`src/rtl/css_cfg.svh`:
```
// Purpose: offsets, field positions, reset values and counts of the clock source switch
// Assumes: plain register port with a 4-bit address and 8-bit data
// Notes: definitions only, included by bare name
`ifndef CSS_CFG_SVH
`define CSS_CFG_SVH

// ****************************************************************
// register offsets
// ****************************************************************
`define CSS_ADDR_CTRL 4'h0
`define CSS_ADDR_STAT 4'h1
`define CSS_ADDR_MASK 4'h2

// ****************************************************************
// clock control register fields
// ****************************************************************
`define CSS_SCS_LSB 0
`define CSS_SCS_MSB 1
`define CSS_FAST_INTERNAL_STABLE_FLAG_BIT 2
`define CSS_PRIMARY_STABLE_FLAG_BIT 3
`define CSS_IRCF_LSB 4
`define CSS_IRCF_MSB 6
`define CSS_SEC_EN_BIT 7

// ****************************************************************
// event status bits (status and mask share the layout)
// ****************************************************************
`define CSS_EV_FAILSAFE 0
`define CSS_EV_SWITCH 1
`define CSS_EV_TWO_SPEED 2
`define CSS_EV_W 3

// ****************************************************************
// configuration word two bits
// ****************************************************************
`define CSS_FAIL_SAFE_MONITOR_ENABLE_BIT 0
`define CSS_TWO_SPEED_BIT 1

// ****************************************************************
// reset values
// ****************************************************************
`define CSS_SCS_RST 2'h0
`define CSS_IRCF_RST 3'h0
`define CSS_SEC_EN_RST 1'h0
`define CSS_STAT_RST 3'h0
`define CSS_MASK_RST 3'h0

// ****************************************************************
// counts, in primary clocks and in slow internal rc ticks
// ****************************************************************
`define CSS_OST_CLOCKS 11'h400
`define CSS_WAKE_EXTRA 11'h008
`define CSS_FAIL_LIMIT 4'h4

`endif

```
`src/rtl/css_pkg.sv`:
```
// Purpose: types shared by the clock source switch
// Assumes: nothing beyond SystemVerilog packages
// Notes: numbers live in css_cfg.svh, only types here
package css_pkg;

   // ****************************************************************
   // active system clock source
   // ****************************************************************
   typedef enum logic [1:0] {
      SRC_PRIMARY,
      SRC_SECONDARY,
      SRC_INT_BLOCK,
      SRC_SLOW_RC
   } css_src_t;

   // ****************************************************************
   // internal block frequency, slowest to fastest
   // ****************************************************************
   typedef enum logic [2:0] {
      FRQ_31K25,
      FRQ_125K,
      FRQ_250K,
      FRQ_500K,
      FRQ_1M,
      FRQ_2M,
      FRQ_4M,
      FRQ_8M
   } css_freq_t;

   // ****************************************************************
   // primary oscillator mode from configuration word one
   // ****************************************************************
   typedef enum logic [2:0] {
      PM_LP,
      PM_XT,
      PM_HS,
      PM_EXT_CLK,
      PM_EXT_RC,
      PM_EXT_RC_IO,
      PM_INT_IO,
      PM_INT_CLKOUT
   } css_pmode_t;

   // one-cycle tick per oscillator edge, synchronous to the system clock
   typedef struct packed {
      logic primary;
      logic secondary;
      logic slow_rc;
   } css_ticks_t;

   // register port request
   typedef struct packed {
      logic wr_en;
      logic rd_en;
      logic [3:0] addr;
      logic [7:0] wdata;
   } css_req_t;

endpackage

```
`src/rtl/css_clock_switch.sv`:
```
// Purpose: system clock source selection, fail-safe switch and two-speed start-up
// Assumes: oscillator ticks and power events arrive synchronous to clock_i
// Notes: sys_src_o steers the glitch-free clock mux that sits outside this block
//
// Summary of operation
// - select field 00 takes the primary oscillator set by configuration word one
// - select 01 routes the secondary oscillator, 10 the internal block
// - every reset forces the select field to 00
// - frequency field picks slow rc, fast oscillator or six postscaled rates
// - a frequency field write changes the internal mux output at once
// - primary-stable after start-up timer expiry; fast-stable when fast oscillator stable
// - fail-safe enabled and primary fails: switch to internal rc
// - fail-safe enabled and secondary fails: switch to internal rc
// - two-speed reset start runs slow rc, then hands over to primary
// - two-speed wake with crystal and select 00 hands over after 1024+8 clocks
// - a software change of the select field starts a clock switch
// - a software change of the frequency field starts a clock switch when running on the internal block
// - no switch on reset unless two-speed enabled and primary is a crystal
// - without two-speed, execution waits after reset until primary is stable
// - secondary oscillator keeps running in sleep
// - slow internal rc always runs for monitor, timers and start-up logic
// - primary mode is latched at power-on reset and held until the next one
`timescale 1ns/1ps
`include "css_cfg.svh"

module css_clock_switch
   import css_pkg::*;
(
   input wire logic clock_i,              // system clock, 25 MHz
   input wire logic sys_rst_i,            // any reset, synchronous, active high
   input wire logic por_i,                // high with sys_rst_i on power-on reset
   input wire logic [2:0] config_word_one_i, // primary oscillator mode bits
   input wire logic [1:0] config_word_two_i, // fail-safe and two-speed enables
   input wire css_ticks_t ticks_i,        // oscillator edge ticks
   input wire logic fast_osc_ready_i,     // fast internal oscillator is stable
   input wire logic sleep_i,              // pulse: sleep instruction executed
   input wire logic wake_i,               // pulse: interrupt or watchdog wake
   input wire css_req_t req_i,            // register access request
   output logic [7:0] rd_data_o,          // read data, cycle after the read
   output css_src_t sys_src_o,            // active system clock source
   output css_freq_t int_freq_o,          // internal block mux selection
   output logic cpu_run_o,                // instruction execution allowed
   output logic primary_osc_en_o,         // primary oscillator powered
   output logic secondary_osc_en_o,       // secondary oscillator powered
   output logic slow_rc_en_o,             // slow internal rc powered
   output logic irq_o                     // level interrupt
);

   // ****************************************************************
   // declarations
   // ****************************************************************
   typedef enum logic [2:0] {
      ST_BOOT,
      ST_HOLD,
      ST_TWO_SPEED,
      ST_RUN,
      ST_FAILSAFE,
      ST_SLEEP
   } css_state_t;

   css_state_t state_q, state_d;
   css_src_t src_q, src_d;
   logic run_q, run_d;
   logic wake_q, wake_d;
   css_pmode_t primary_osc_config_q;
   logic [1:0] cfg_two_q;
   logic [1:0] system_clock_select_q;
   css_freq_t internal_freq_select_q;
   logic sec_en_q;
   logic primary_stable_flag_q;
   logic fast_internal_stable_flag_q;
   logic [10:0] ost_cnt_q;
   logic [3:0] fail_cnt_q;
   logic [`CSS_EV_W-1:0] stat_q, mask_q, ev;
   logic [7:0] rd_data_q;
   logic crystal, fail_safe_monitor_enable, two_speed_en;
   logic ost_done, wake_done, fail_det, watch_tick;
   logic wr_ctrl, scs_chg, ircf_chg;
   logic [1:0] scs_new;
   css_freq_t ircf_new;

   // maps the select field onto a source; 11 falls in with 10
   function automatic css_src_t scs_to_src(input logic [1:0] scs);
      css_src_t s;
      unique case (scs)
         2'h0: s = SRC_PRIMARY;
         2'h1: s = SRC_SECONDARY;
         2'h2: s = SRC_INT_BLOCK;
         2'h3: s = SRC_INT_BLOCK;
      endcase
      return s;
   endfunction

   // ****************************************************************
   // configuration capture
   // ****************************************************************
   // mode is only taken at power-on, other resets must not disturb it
   always_ff @(posedge clock_i) begin
      if (sys_rst_i && por_i) begin
         primary_osc_config_q <= css_pmode_t'(config_word_one_i);
      end
   end

   // word two is reread on every reset
   always_ff @(posedge clock_i) begin
      if (sys_rst_i) begin
         cfg_two_q <= config_word_two_i;
      end
   end

   assign crystal = (primary_osc_config_q == PM_LP) || (primary_osc_config_q == PM_XT) ||
                    (primary_osc_config_q == PM_HS);
   assign fail_safe_monitor_enable = cfg_two_q[`CSS_FAIL_SAFE_MONITOR_ENABLE_BIT];
   assign two_speed_en = cfg_two_q[`CSS_TWO_SPEED_BIT];

   // ****************************************************************
   // software writes to the control register
   // ****************************************************************
   assign wr_ctrl = req_i.wr_en && (req_i.addr == `CSS_ADDR_CTRL);
   assign scs_new = req_i.wdata[`CSS_SCS_MSB:`CSS_SCS_LSB];
   assign ircf_new = css_freq_t'(req_i.wdata[`CSS_IRCF_MSB:`CSS_IRCF_LSB]);
   assign scs_chg = wr_ctrl && (scs_new != system_clock_select_q);
   assign ircf_chg = wr_ctrl && (ircf_new != internal_freq_select_q);

   // select field cleared by every reset
   always_ff @(posedge clock_i) begin
      if (sys_rst_i) begin
         system_clock_select_q <= `CSS_SCS_RST;
      end else if (wr_ctrl) begin
         system_clock_select_q <= scs_new;
      end
   end

   // frequency field feeds the mux directly, no settling wait
   always_ff @(posedge clock_i) begin
      if (sys_rst_i) begin
         internal_freq_select_q <= css_freq_t'(`CSS_IRCF_RST);
      end else if (wr_ctrl) begin
         internal_freq_select_q <= ircf_new;
      end
   end

   // secondary enable is not touched by sleep, it is the power-managed time base
   always_ff @(posedge clock_i) begin
      if (sys_rst_i) begin
         sec_en_q <= `CSS_SEC_EN_RST;
      end else if (wr_ctrl) begin
         sec_en_q <= req_i.wdata[`CSS_SEC_EN_BIT];
      end
   end

   // ****************************************************************
   // oscillator start-up timer and stable flags
   // ****************************************************************
   // counts primary edges; cleared in sleep since the primary is stopped there
   always_ff @(posedge clock_i) begin
      if (sys_rst_i || (state_q == ST_SLEEP)) begin
         ost_cnt_q <= 11'h000;
      end else if (ticks_i.primary && !wake_done) begin
         ost_cnt_q <= ost_cnt_q + 11'h001;
      end
   end

   assign ost_done = (ost_cnt_q >= `CSS_OST_CLOCKS);
   assign wake_done = (ost_cnt_q == (`CSS_OST_CLOCKS + `CSS_WAKE_EXTRA));

   // non-crystal primaries need no start-up timer
   always_ff @(posedge clock_i) begin
      if (sys_rst_i) begin
         primary_stable_flag_q <= 1'b0;
      end else begin
         primary_stable_flag_q <= (state_q != ST_SLEEP) && (ost_done || !crystal);
      end
   end

   always_ff @(posedge clock_i) begin
      if (sys_rst_i) begin
         fast_internal_stable_flag_q <= 1'b0;
      end else begin
         fast_internal_stable_flag_q <= fast_osc_ready_i;
      end
   end

   // ****************************************************************
   // fail-safe clock monitor
   // ****************************************************************
   // timed by slow rc ticks so it keeps working when the watched clock is dead
   assign watch_tick = (src_q == SRC_PRIMARY) ? ticks_i.primary :
                       (src_q == SRC_SECONDARY) ? ticks_i.secondary : 1'b1;

   always_ff @(posedge clock_i) begin
      if (sys_rst_i || (state_q != ST_RUN) || watch_tick) begin
         fail_cnt_q <= 4'h0;
      end else if (ticks_i.slow_rc && !fail_det) begin
         fail_cnt_q <= fail_cnt_q + 4'h1;
      end
   end

   assign fail_det = (fail_cnt_q == `CSS_FAIL_LIMIT);

   // ****************************************************************
   // source sequencing
   // ****************************************************************
   // decides source, execution permission and switch events
   always_comb begin
      state_d = state_q;
      src_d = src_q;
      run_d = run_q;
      wake_d = wake_q;
      ev = '0;
      unique case (state_q)
         ST_BOOT: begin
            wake_d = 1'b0;
            if (crystal && two_speed_en) begin
               state_d = ST_TWO_SPEED;
               src_d = SRC_SLOW_RC;
               run_d = 1'b1;
            end else if (crystal) begin
               state_d = ST_HOLD;
               src_d = SRC_PRIMARY;
               run_d = 1'b0;
            end else begin
               state_d = ST_RUN;
               src_d = SRC_PRIMARY;
               run_d = 1'b1;
            end
         end
         ST_HOLD: begin
            if (ost_done) begin
               state_d = ST_RUN;
               run_d = 1'b1;
            end
         end
         ST_TWO_SPEED: begin
            if (sleep_i) begin
               state_d = ST_SLEEP;
               run_d = 1'b0;
            end else if (scs_chg) begin
               state_d = ST_RUN;
               src_d = scs_to_src(scs_new);
               ev[`CSS_EV_SWITCH] = 1'b1;
            end else if (wake_q ? wake_done : ost_done) begin
               state_d = ST_RUN;
               src_d = SRC_PRIMARY;
               ev[`CSS_EV_TWO_SPEED] = 1'b1;
            end
         end
         ST_RUN: begin
            if (sleep_i) begin
               state_d = ST_SLEEP;
               run_d = 1'b0;
            end else if (fail_safe_monitor_enable && fail_det) begin
               state_d = ST_FAILSAFE;
               src_d = SRC_SLOW_RC;
               ev[`CSS_EV_FAILSAFE] = 1'b1;
            end else if (scs_chg) begin
               src_d = scs_to_src(scs_new);
               ev[`CSS_EV_SWITCH] = 1'b1;
            end else if (ircf_chg && (src_q == SRC_INT_BLOCK)) begin
               ev[`CSS_EV_SWITCH] = 1'b1;
            end
         end
         ST_FAILSAFE: begin
            // stays on the rc until software picks a source again or a wake from sleep reselects from the select field
            if (sleep_i) begin
               state_d = ST_SLEEP;
               run_d = 1'b0;
            end else if (scs_chg) begin
               state_d = ST_RUN;
               src_d = scs_to_src(scs_new);
               ev[`CSS_EV_SWITCH] = 1'b1;
            end
         end
         ST_SLEEP: begin
            if (wake_i) begin
               if (two_speed_en && crystal && (system_clock_select_q == 2'h0)) begin
                  state_d = ST_TWO_SPEED;
                  src_d = SRC_SLOW_RC;
                  wake_d = 1'b1;
                  run_d = 1'b1;
               end else if (crystal && (system_clock_select_q == 2'h0)) begin
                  state_d = ST_HOLD;
                  src_d = SRC_PRIMARY;
               end else begin
                  state_d = ST_RUN;
                  src_d = scs_to_src(system_clock_select_q);
                  run_d = 1'b1;
               end
            end
         end
      endcase
   end

   // state, source and execution permission
   always_ff @(posedge clock_i) begin
      if (sys_rst_i) begin
         state_q <= ST_BOOT;
         src_q <= SRC_PRIMARY;
         run_q <= 1'b0;
         wake_q <= 1'b0;
      end else begin
         state_q <= state_d;
         src_q <= src_d;
         run_q <= run_d;
         wake_q <= wake_d;
      end
   end

   // primary is stopped in sleep; slow rc and secondary are not
   always_ff @(posedge clock_i) begin
      if (sys_rst_i) begin
         primary_osc_en_o <= 1'b1;
      end else begin
         primary_osc_en_o <= (state_d != ST_SLEEP);
      end
   end

   assign secondary_osc_en_o = sec_en_q;
   assign slow_rc_en_o = 1'b1;
   assign sys_src_o = src_q;
   assign int_freq_o = internal_freq_select_q;
   assign cpu_run_o = run_q;

   // ****************************************************************
   // interrupt status and mask
   // ****************************************************************
   // write one to clear; a new event in the same cycle wins
   always_ff @(posedge clock_i) begin
      if (sys_rst_i) begin
         stat_q <= `CSS_STAT_RST;
      end else if (req_i.wr_en && (req_i.addr == `CSS_ADDR_STAT)) begin
         stat_q <= (stat_q & ~req_i.wdata[`CSS_EV_W-1:0]) | ev;
      end else begin
         stat_q <= stat_q | ev;
      end
   end

   always_ff @(posedge clock_i) begin
      if (sys_rst_i) begin
         mask_q <= `CSS_MASK_RST;
      end else if (req_i.wr_en && (req_i.addr == `CSS_ADDR_MASK)) begin
         mask_q <= req_i.wdata[`CSS_EV_W-1:0];
      end
   end

   assign irq_o = |(stat_q & mask_q);

   // ****************************************************************
   // register read
   // ****************************************************************
   // data stands only in the cycle after the strobe; unmapped reads give zero
   always_ff @(posedge clock_i) begin
      if (sys_rst_i || !req_i.rd_en) begin
         rd_data_q <= 8'h00;
      end else begin
         unique case (req_i.addr)
            `CSS_ADDR_CTRL: rd_data_q <= {sec_en_q, internal_freq_select_q,
                                          primary_stable_flag_q, fast_internal_stable_flag_q,
                                          system_clock_select_q};
            `CSS_ADDR_STAT: rd_data_q <= {5'h00, stat_q};
            `CSS_ADDR_MASK: rd_data_q <= {5'h00, mask_q};
            default: rd_data_q <= 8'h00;
         endcase
      end
   end

   assign rd_data_o = rd_data_q;

endmodule

```
`config.mk`:
```
export PLATFORM = sky130hd
export DESIGN_NAME = css_clock_switch
export DESIGN_NICKNAME = d
export VERILOG_FILES = /design/src/rtl/css_pkg.sv /design/src/rtl/css_clock_switch.sv
export VERILOG_INCLUDE_DIRS = /design/src /design/src/rtl
export SDC_FILE = /design/constraint.sdc
export NUM_CORES = 1
export LEC_CHECK = 0
export BUFFER_PORTS_ARGS = -buffer_cell sky130_fd_sc_hd__buf_2
export CAP_MARGIN = 20
export CORE_MARGIN = 2
export CORE_UTILIZATION = 55
export DETAILED_ROUTE_END_ITERATION = 16
export HOLD_SLACK_MARGIN = 0.06
export PLACE_DENSITY = 0.77
export SLEW_MARGIN = 20
export SYNTH_ARGS = -nofsm -noshare
export SYNTH_HDL_FRONTEND = slang
export SYNTH_SLANG_ARGS = --single-unit
```
`constraint.sdc`:
```
create_clock -name clock_i -period 2.15 [get_ports clock_i]
set_input_delay 0.3225 -clock clock_i [delete_from_list [all_inputs] [get_ports clock_i]]
set_output_delay 0.3225 -clock clock_i [all_outputs]
set_load 0.03 [all_outputs]
```
# Yosys cells after proc, flatten, opt, wreduce, memory -nomap -nowiden
# Index checks and enable logic that the tools add are counted.
# totals
ff_bits	50
latchBits	0
mem_bits_rw	0
rom_bits	0
input_bits	28
memories	0
# classes
add_sub_neg	2
mul	0
n_div	0
magnitude_cmp	1
n_eq_ne	33
shift	0
muxes	57
bitwise	5
reduce_logical	40
# ops
cell	n
2-to-1 mux 2 bit	17
2-to-1 mux 3 bit	10
case mux 8 bit (3 select lines)	1
2-to-1 mux 1 bit	22
case mux 3 bit (6 select lines)	1
logical AND 1 bit	14
!= test 3 bit (second input constant)	4
case mux 2 bit (3 select lines)	2
adder 11 x 1 -> 11 bit (second input constant)	1
== test 11 bit (second input constant)	1
greater-or-equal comparator 11 bit (second input constant)	1
== test 2 bit (second input constant)	5
!= test 2 bit (second input constant)	5
case mux 2 bit (5 select lines)	1
== test 3 x 2 -> 1 bit (second input constant)	3
logical OR 1 bit	7
bitwise AND 3 bit	2
== test 2 x 1 -> 1 bit (second input constant)	3
== test 3 x 1 -> 1 bit (second input constant)	2
== test 3 bit (second input constant)	2
zero test 2 bit	3
zero test 3 bit	2
OR 3 bit	2
AND reduction 6 bit	1
other kinds (20)	26

# Logic depth before layout (Yosys ltp)
# Gate-level depths: netlist (run 1).
# logic_depth
depth_word	11
mapped_depth	7
mapped_depth_nobuf	7

# Worst setup path after synthesis (run 1)
# No wires, ideal clock.
# synth_timing
kind	flip-flop to flip-flop
start	reg fail_cnt_q[0]
end	reg state_q[0]
setup_time_ps	115
t_arrival_ps	1389
required_time_ps	2035
slack_ps	646
stages_incl_launch_ff	8
path_buffers	0
path_cell_list	dfxtp_1 inv_1 ha_1 and4b_1 a221oi_1 o22a_1 a211o_1 and2_1
# synth_between
elab_chain_cells	5
# synth_rtl
item	line_no	text
from (decl)	css_clock_switch.sv:73	logic [3:0] fail_cnt_q;
from (signal assigned)	css_clock_switch.sv:195	fail_cnt_q <= fail_cnt_q + 4'h1;
== test 4 x 3 -> 1 bit (no line)	--	
logical AND 1 bit	css_clock_switch.sv:252	end else if (fail_safe_monitor_enable && fail_det) begin
2-to-1 mux 3 bit	css_clock_switch.sv:252	
2-to-1 mux 3 bit	css_clock_switch.sv:249	if (sleep_i) begin
case mux 3 bit (6 select lines)	css_clock_switch.sv:211	unique case (state_q)
to (signal assigned)	css_clock_switch.sv:302	state_q <= state_d;
to (decl)	css_clock_switch.sv:61	css_state_t state_q, state_d;
# No other way between the ends.
# A chain may end at the register's enable or synchronous reset.

# Worst setup path after layout (run 1)
# layout_timing
start	reg state_q[2]
end	reg state_q[0]
# layout_between
elab_chain_cells	2
# layout_rtl
item	line_no
== test 3 bit, or another cell as far along	css_clock_switch.sv:211
case mux 3 bit (6 select lines) (*)	css_clock_switch.sv:211
# Every way passes the cells marked *; elsewhere a longest branch is shown, timed or not.

==> results.txt, run 1 <==
- Among cell families on the critical path, the largest total delay comes from flip-flops.
- Averaged over all synthesized cells, the footprint is around 8.5 µm².
* Cell area after placement: between 2000 and 3000 µm²
- Internal: ~0.0016 W
- The first global-routing pass estimated roughly 8300 µm of wire.
- Via-per-instance ratio: 5.68
- In the global route stage, met1 resource usage came out at between 20% and 30%.
- At the worst endpoint, the required time is roughly 2.4 ns.
- Number of detailed-routing iterations run before antenna repair: 4
* Post-synthesis async set-or-reset flop share: 0%
- Run status: finished, final reports clean
- CP Max Fanout: 17
- Cells with a size suffix above 1 make up between 10% and 20% of the layout.
- Across the run, the number of max-cap violations was 0.
* Clock Sinks: 50
* Num ports: 46
- The smallest clock period supported by the final layout is computed as about 1.8 ns.
- Actual transition at the worst max-transition pin: a little over 0.6 ns
* Initial antenna violation count: 0
* Filler Cell Count: a little under 400
- The detail route stage leaves a number of antenna-violating nets equal to 0.
* Maximum root-to-sink buffer count: 2
* Arrival time of the worst setup path: approximately 2.0 ns
* Initial DRC Count: between 100 and 150
- Setup slack at placement: between 0.3 and 0.4 ns
* Final standard cell area without fillers: between 2000 and 3000 µm²
- TNS Setup: 0 ns
* Clock Skews: approximately 0.0073 ns
- Final Net Count: approximately 370
- GRT busiest layer: met2
- Combinational logic burns about a fifth of the power.
- After floorplanning, the core was divided into 24 placement rows.
- Post-synth EDFFs: 5
* Starting density of the core: 57.2%
* Min-delay worst type: input pin to flop
- Register bit total from synthesis: 50
- Cells fill around two thirds of the core in the end.
* Synthesized netlist cell count: a little under 300
- Detailed placement ended at an HPWL of 3850 µm.
* Skew-Pair Late Insertion Delay: between 0.3 and 0.4 ns
- For this run, the total global-route usage over all layers was measured as about a fifth.
- Setup repair after global routing left no endpoint under its margin.
- The worst pin sits at a relative slew slack of between 50% and 60%.
* Detailed Route WL: 5180 µm
* Number of logic stages on the critical path including buffering: 5
- In this run, distinct cell masters in the synthesized netlist total 55.
* Multi-input logic area: between 1000 and 1500 µm²
- Slowest library cell on the worst path: sky130_fd_sc_hd__dfxtp_1
- The critical path is of the flop to flop type.
- From left edge to right edge, the die measures around 70 µm.
- Beginning of the worst register-to-register path: state_q[2]$_SDFF_PP0_
* Pwr dens: about 740 nW/µm²
* Worst Path Buf+Inv: 0
* Number of buffers inserted for hold repair after clock tree synthesis: 0
* Clock Pin Slew Worst Setup and Hold Paths: 0.08 ns
- Number of cells on the worst reg-to-reg path: 5
* DRC Markers: 0
- Number of hold violations in the final report: 0
- Final GP Congestion: roughly 0.81
* End point of the critical path: state_q[0]$_SDFF_PP0_
- The clock network accounts for 33.0% of the total power.
- Pins over their slew limit: 0
* Vias in the first global route: between 1.5k and 2k
* Critical path endpoint category: flop
* Register cell area after layout: about 1100 µm²
- Global routing used between 30% and 40% of the available met2 tracks.
- Entering global routing, the biggest net connects 21 pins.
- Sequential cells account for around half of the total power.
- Once the clock tree was built, the setup fixing pass inserted 0 buffers.
- Count leader, synth: sky130_fd_sc_hd__dfxtp_1
- Traced cell by cell, the critical path runs through nand2b_1 > nand2_1 > o22a_1 > a211o_1 > and2_1.
- Static Leakage: approximately 1.2 nW
- Number of vias in the routed layout: 2233
* Nets in the synthesized netlist: ~330
* TritonCTS clock tree: yes
- Detailed-route wire length per cell: ~13 µm
* Library cell occupying the most area in the post-synthesis netlist: sky130_fd_sc_hd__dfxtp_1
- VDD sags by at most between 400 and 500 µV.
- Area fraction of the dominant cell type after synthesis: between 30% and 40%
- CP peak stage delay: approximately 0.66 ns
* Post-synthesis to final-layout area growth: 15.7%
- Clock tree synthesis inserted a total of 5 buffers.
- Area contributors post-synth: sky130_fd_sc_hd__dfxtp_1 36%, sky130_fd_sc_hd__a21oi_1 6.4%, sky130_fd_sc_hd__edfxtp_1 6.0%
* Port bufs: 43
- During synthesis, Yosys emitted a total of 0 warnings.
* Power consumption: approximately 0.0022 W
- Fin worst setup slack: between 0.3 and 0.4 ns
- The worst setup path is launched from a flop.
* Cells resized by post-CTS repair: 0
* Cell at the root of the clock tree: sky130_fd_sc_hd__clkbuf_8
* Reg-to-reg setup timing slack: about 0.31 ns
* Vertical die dimension: slightly above 70 µm
* Worst setup path start: state_q[2]$_SDFF_PP0_
* Number of diodes: 0
- Switching power share of the total: 27.7%
- The analysis attributes to net switching a power of around 0.0006 W.
- CTS H-tree lvls: 2
- Maximum clock frequency: 544 MHz
- The floorplan step defined a die boundary enclosing 5120 µm².
* Most common library cells after synthesis: 45 x sky130_fd_sc_hd__dfxtp_1, 32 x sky130_fd_sc_hd__a21oi_1, 31 x sky130_fd_sc_hd__nand2_1, 31 x sky130_fd_sc_hd__nor2_1, 15 x sky130_fd_sc_hd__nand3_1
- Critical register-to-register path endpoint: state_q[0]$_SDFF_PP0_
* Overflow left after global routing: 0
* Mapped Area: 2510 µm²
- In the global route stage, met3 resource usage came out at about 4.4%.
- Final critical-path share of the clock period: 85.5%
- After synthesis, flip-flops and latches occupy a little over two fifths of the total area.
* Post-synth top flop: sky130_fd_sc_hd__dfxtp_1
- Endpoints failing setup: 0
- Area of the core: approximately 4400 µm²
final cells by class:
| cell class | instances | area share (%) |
|---|---|---|
| clock buffers | 8 | 4.57 |
| inverters | 12 | 1.55 |
| multi-input cells | 223 | 46.7 |
| flip-flops and latches | 50 | 36.2 |
| well taps | 52 | 2.24 |
| repair buffers | 48 | 8.71 |
cell families after synthesis:
family | share of synthesized area [%]
other cells | 0.149
simple gates | 27.1
mux | 2.39
fa+ha+maj | 2.00
buf+inv | 4.09
compound gates | 17.2
flops | 41.9
xor+xnor | 5.24
how the worst min path moves through the flow:
stage / from / endpoint / slack [ns] / cells after the start
floorplan: primary_stable_flag_q$_SDFF_PP0_ / rd_data_o[3]$_SDFF_PP0_ / 0.41 / 1
global placement: primary_stable_flag_q$_SDFF_PP0_ / rd_data_o[3]$_SDFF_PP0_ / 0.41 / 1
detailed placement: primary_stable_flag_q$_SDFF_PP0_ / rd_data_o[3]$_SDFF_PP0_ / 0.43 / 1
finish: config_word_one_i[1] / primary_osc_config_q[1]$_DFFE_PP_ / 0.19 / 1
CTS: config_word_two_i[1] / cfg_two_q[1]$_DFFE_PP_ / 0.18 / 1
global route: config_word_one_i[2] / primary_osc_config_q[2]$_DFFE_PP_ / 0.18 / 1
state kept, by name, summed over array words and instances (netlist names), 2 cells and up:
| name | cells |
|---|---|
| system_clock_select_q | 2 |
| stat_q | 3 |
| mask_q | 3 |
| int_freq_o | 3 |
| cfg_two_q | 2 |
| sys_src_o | 2 |
| ost_cnt_q | 11 |
| primary_osc_config_q | 3 |
| rd_data_o | 8 |
| state_q | 3 |
| fail_cnt_q | 4 |
power groups by stage:
stage               logic, W  registers, W  clock network [W]
floorplan           0.000280       0.00107                  0
global placement    0.000395       0.00106                  0
detailed placement  0.000403       0.00106                  0
CTS                 0.000405       0.00104           0.000728
global route        0.000446       0.00105           0.000761
finish              0.000408       0.00104           0.000713
cells in the final DEF (no fill, tap or decap), types with 2 or more instances in the layout:
cell type,count
sky130_fd_sc_hd__nor3_1,3
sky130_fd_sc_hd__and2_1,9
sky130_fd_sc_hd__and3_1,3
sky130_fd_sc_hd__clkbuf_16,2
sky130_fd_sc_hd__nand2b_1,7
sky130_fd_sc_hd__buf_4,5
sky130_fd_sc_hd__o21ai_0,6
sky130_fd_sc_hd__ha_1,4
sky130_fd_sc_hd__nor2_1,31
sky130_fd_sc_hd__nand4_1,8
sky130_fd_sc_hd__inv_1,12
sky130_fd_sc_hd__nor2b_1,4
sky130_fd_sc_hd__buf_2,43
sky130_fd_sc_hd__clkbuf_8,6
sky130_fd_sc_hd__nor3b_1,5
sky130_fd_sc_hd__a31oi_1,3
sky130_fd_sc_hd__o22ai_1,2
sky130_fd_sc_hd__a211oi_1,3
sky130_fd_sc_hd__xor2_1,8
sky130_fd_sc_hd__o211ai_1,3
sky130_fd_sc_hd__dfxtp_1,45
sky130_fd_sc_hd__a41oi_1,2
sky130_fd_sc_hd__mux2i_1,6
sky130_fd_sc_hd__xnor2_1,7
sky130_fd_sc_hd__or3_1,5
sky130_fd_sc_hd__edfxtp_1,5
sky130_fd_sc_hd__a21oi_1,32
sky130_fd_sc_hd__nand2_1,31
sky130_fd_sc_hd__nand3_1,15
per-stage QoR:
step	std cells	hold slack, ns
finish	393	0.186
floorplan	296	0.406
detailed placement	385	0.427
global route	393	0.177
CTS	393	0.178
global placement	385	0.412
per-layer routing:
metal / share of wire (%) / vias to the layer above
met5: 0 / -
met4: 1.3 / 0
met3: 6.5 / 8
met2: 44 / 71
met1: 48 / 1019
li1: - / 1135
Note: power is estimated with default switching activity, not from simulation.
==> run 2: changes to the inputs <==
Settings changed: RECOVER_POWER set to 50.
==> results.txt, run 2 (synthesis gave the netlist of run 1 again) <==
- The clock skew was 0.00772 ns (was 0.00733 ns).
- Cell at the root of the clock tree: sky130_fd_sc_hd__clkbuf_8 (unchanged)
- The leakage power of the design came to 1.10 nW (was 1.16 nW).
* Endpoints failing setup: 0 (unchanged)
- The overall die height was 71.5 µm (unchanged).
- Number of vias in the routed layout: 2216 (was 2233)
* Routing usage on met1: 28.5% (unchanged)
* Number of diodes: 0 (unchanged)
- The die area is 5120 µm² (unchanged).
* Port bufs: 43 (unchanged)
* Grt met2 use: 32.2% (unchanged)
- The relative contribution of the clock network to total power is 33.0% (about the same).
- The CTS sink count came to 50 (unchanged).
- The routability congestion estimate is 0.813 (unchanged).
- Area of the core: 4380 µm² (unchanged)
- The global-route wire length before repair is 8340 µm (unchanged).
- Post-synthesis to final-layout area growth: 14.6% (was 15.7%)
- The insertion delay to the later sink of the worst-skew pair was 0.31 ns (about the same).
- Arrival time of the worst setup path: 2.06 ns (was 2.04 ns)
- The clock transition at the registers of the reported paths is 0.08 ns (about the same).
- The maximum vdd drop came to 447 µV (about the same).
- Routed Antenna Nets: 0 (unchanged)
- The number of buffers created by CTS is 5 (unchanged).
- TritonCTS clock tree: yes (unchanged)
- All-layer global routing usage: 20.6% (unchanged)
- Via-per-instance ratio: 5.64 (was 5.68)
* Logic gate share of total power: 18.7% (was 18.9%)
- TNS Setup: 0 ns (unchanged)
* Fin worst setup slack: 0.297 ns (was 0.312 ns)
* Startpoint Class: flop (unchanged)
* RSZ-0062 raised after global routing: false (unchanged)
- The maximum number of pins on one net before global-route repair came to 21 (unchanged).
* Multi-input logic area: 1350 µm² (was 1360 µm²)
* Setup slack at placement: 0.363 ns (unchanged)
- The number of nets in the layout is 372 (unchanged).
* Filler Cell Count: 400 (was 391)
- The final number of max-transition violations is 0 (unchanged).
- The number of rows created at floorplan was 24 (unchanged).
- Overflow left after global routing: 0 (unchanged)
- The initial antenna violation count is 0 (unchanged).
* MaxCap Viol Count: 0 (unchanged)
- Starting density of the core: 57.2% (unchanged)
- Critical path endpoint category: flop (unchanged)
* CTS H-tree lvls: 2 (unchanged)
- The relative slew slack was 39.1% (was 58.8%).
- The HPWL reported at the end of detailed placement came to 3850 µm (unchanged).
* Commonest cells after routing, fill and taps aside: 45 x sky130_fd_sc_hd__dfxtp_1, 32 x sky130_fd_sc_hd__a21oi_1, 31 x sky130_fd_sc_hd__nand2_1, 31 x sky130_fd_sc_hd__nor2_1, 31 x sky130_fd_sc_hd__buf_2 (was 45 x sky130_fd_sc_hd__dfxtp_1, 43 x sky130_fd_sc_hd__buf_2, 32 x sky130_fd_sc_hd__a21oi_1)
- Internal: 0.00156 W (about the same)
- The width of the die is 71.5 µm (unchanged).
- The most common library cell in the layout ignoring fill and taps is sky130_fd_sc_hd__dfxtp_1 (unchanged).
- The net switching power of the design was 0.000598 W (was 0.000600 W).
- Num ports: 46 (unchanged)
- The met3 track demand over resource in global routing is 4.36% (unchanged).
* DP Cell Count: 385 (unchanged)
- Post-route non-filler standard cell count: 393 (unchanged)
- The register with the most flip-flops is ost_cnt_q (unchanged).
* Min-delay worst type: input pin to flop (unchanged)
- Maximum root-to-sink buffer count: 2 (unchanged)
- The number of gates resized after cts is 0 (unchanged).
* Proportion of layout cells with a drive suffix above 1: 14.7% (was 19.1%)
- DRC Markers: 0 (unchanged)
- Number of buffers inserted for hold repair after clock tree synthesis: 0 (unchanged)
- Worst EP required: 2.36 ns (about the same)
- Final worst path period need: 1.85 ns (was 1.84 ns)
- The number of flip-flops in the largest register came to 11 (unchanged).
* Setup repair bufs after CTS: 0 (unchanged)
- Initial DRC Count: 138 (was 136)
- The detailed-route wire length was 5200 µm (was 5180 µm).
- The total power divided by cell area came to 750 nW/µm² (was 745 nW/µm²).
* CP Max Fanout: 16 (was 17)
- Kind of critical path: flop to flop (unchanged)
- Switching power share of the total: 27.7% (about the same)
* Sequential fraction of design power: 48.3% (was 48.1%)
* Util after Layout: 65.6% (was 66.2%)
* Number of hold violations in the final report: 0 (unchanged)
* GRT busiest layer: met2 (unchanged)
- Detailed-route wire length per cell: 13.2 µm (about the same)
- The number of iterations in the first detailed-routing pass came to 4 (unchanged).
- Maximum clock frequency: 540 MHz (was 544 MHz)
- Actual transition at the worst max-transition pin: 0.914 ns (was 0.615 ns)
- The area used by sequential logic in the layout was 1050 µm² (unchanged).
* Final critical-path share of the clock period: 86.2% (was 85.5%)
* Run status: finished, final reports clean (unchanged)
* Vias in the first global route: 1891 (unchanged)
-- run 2: cell count changes in the layout (fill, tap and decap cells not counted), sizes merged --
cell    change
buf        -14
clkbuf     +14
-- run 2: through the flow --
step                total power (W)  instance area (µm²)  hold slack [ns]
floorplan                   0.00135                 2510            0.406
global placement            0.00146                 2770            0.412
detailed placement          0.00147                 2770            0.427
CTS                         0.00217                 2900            0.178
global route                0.00225                 2870            0.177
finish                      0.00216                 2870            0.186
-- run 2: area by class of cell --
class / instances / share of cell area, %
inverters: 12 / 1.57
clock buffers: 8 / 4.61
well taps: 52 / 2.26
multi-input cells: 223 / 47.0
repair buffers: 48 / 8.01
flip-flops and latches: 50 / 36.6
-- run 2: final timing paths --
check	cells past startpoint	startpoint	slack, ns	end
max	5	state_q[1]$_SDFF_PP0_	0.30	state_q[0]$_SDFF_PP0_
min	1	config_word_one_i[1]	0.19	primary_osc_config_q[1]$_DFFE_PP_
max reg2reg	5	state_q[1]$_SDFF_PP0_	0.30	state_q[0]$_SDFF_PP0_
min reg2reg	1	primary_stable_flag_q$_SDFF_PP0_	0.45	rd_data_o[3]$_SDFF_PP0_
-- run 2: critical path: stages, from the launching register on --
cell	delay [ns]
sky130_fd_sc_hd__dfxtp_1	0.61
sky130_fd_sc_hd__nor3b_1	0.42
sky130_fd_sc_hd__a221oi_1	0.11
sky130_fd_sc_hd__o22a_1	0.21
sky130_fd_sc_hd__a211o_1	0.25
sky130_fd_sc_hd__and2_1	0.16
-- run 2: power by group through the flow --
stage               registers, W  logic, W  clock network, W
finish                   0.00104  0.000403          0.000712
global route             0.00105  0.000441          0.000761
detailed placement       0.00106  0.000403                 0
CTS                      0.00104  0.000405          0.000728
global placement         0.00106  0.000395                 0
floorplan                0.00107  0.000280                 0
-- run 2: routing by layer --
metal	routed length, µm	share of wire (%)
met1	2460	47
met4	66	1.3
met2	2340	45
met5	0	0
met3	344	6.6
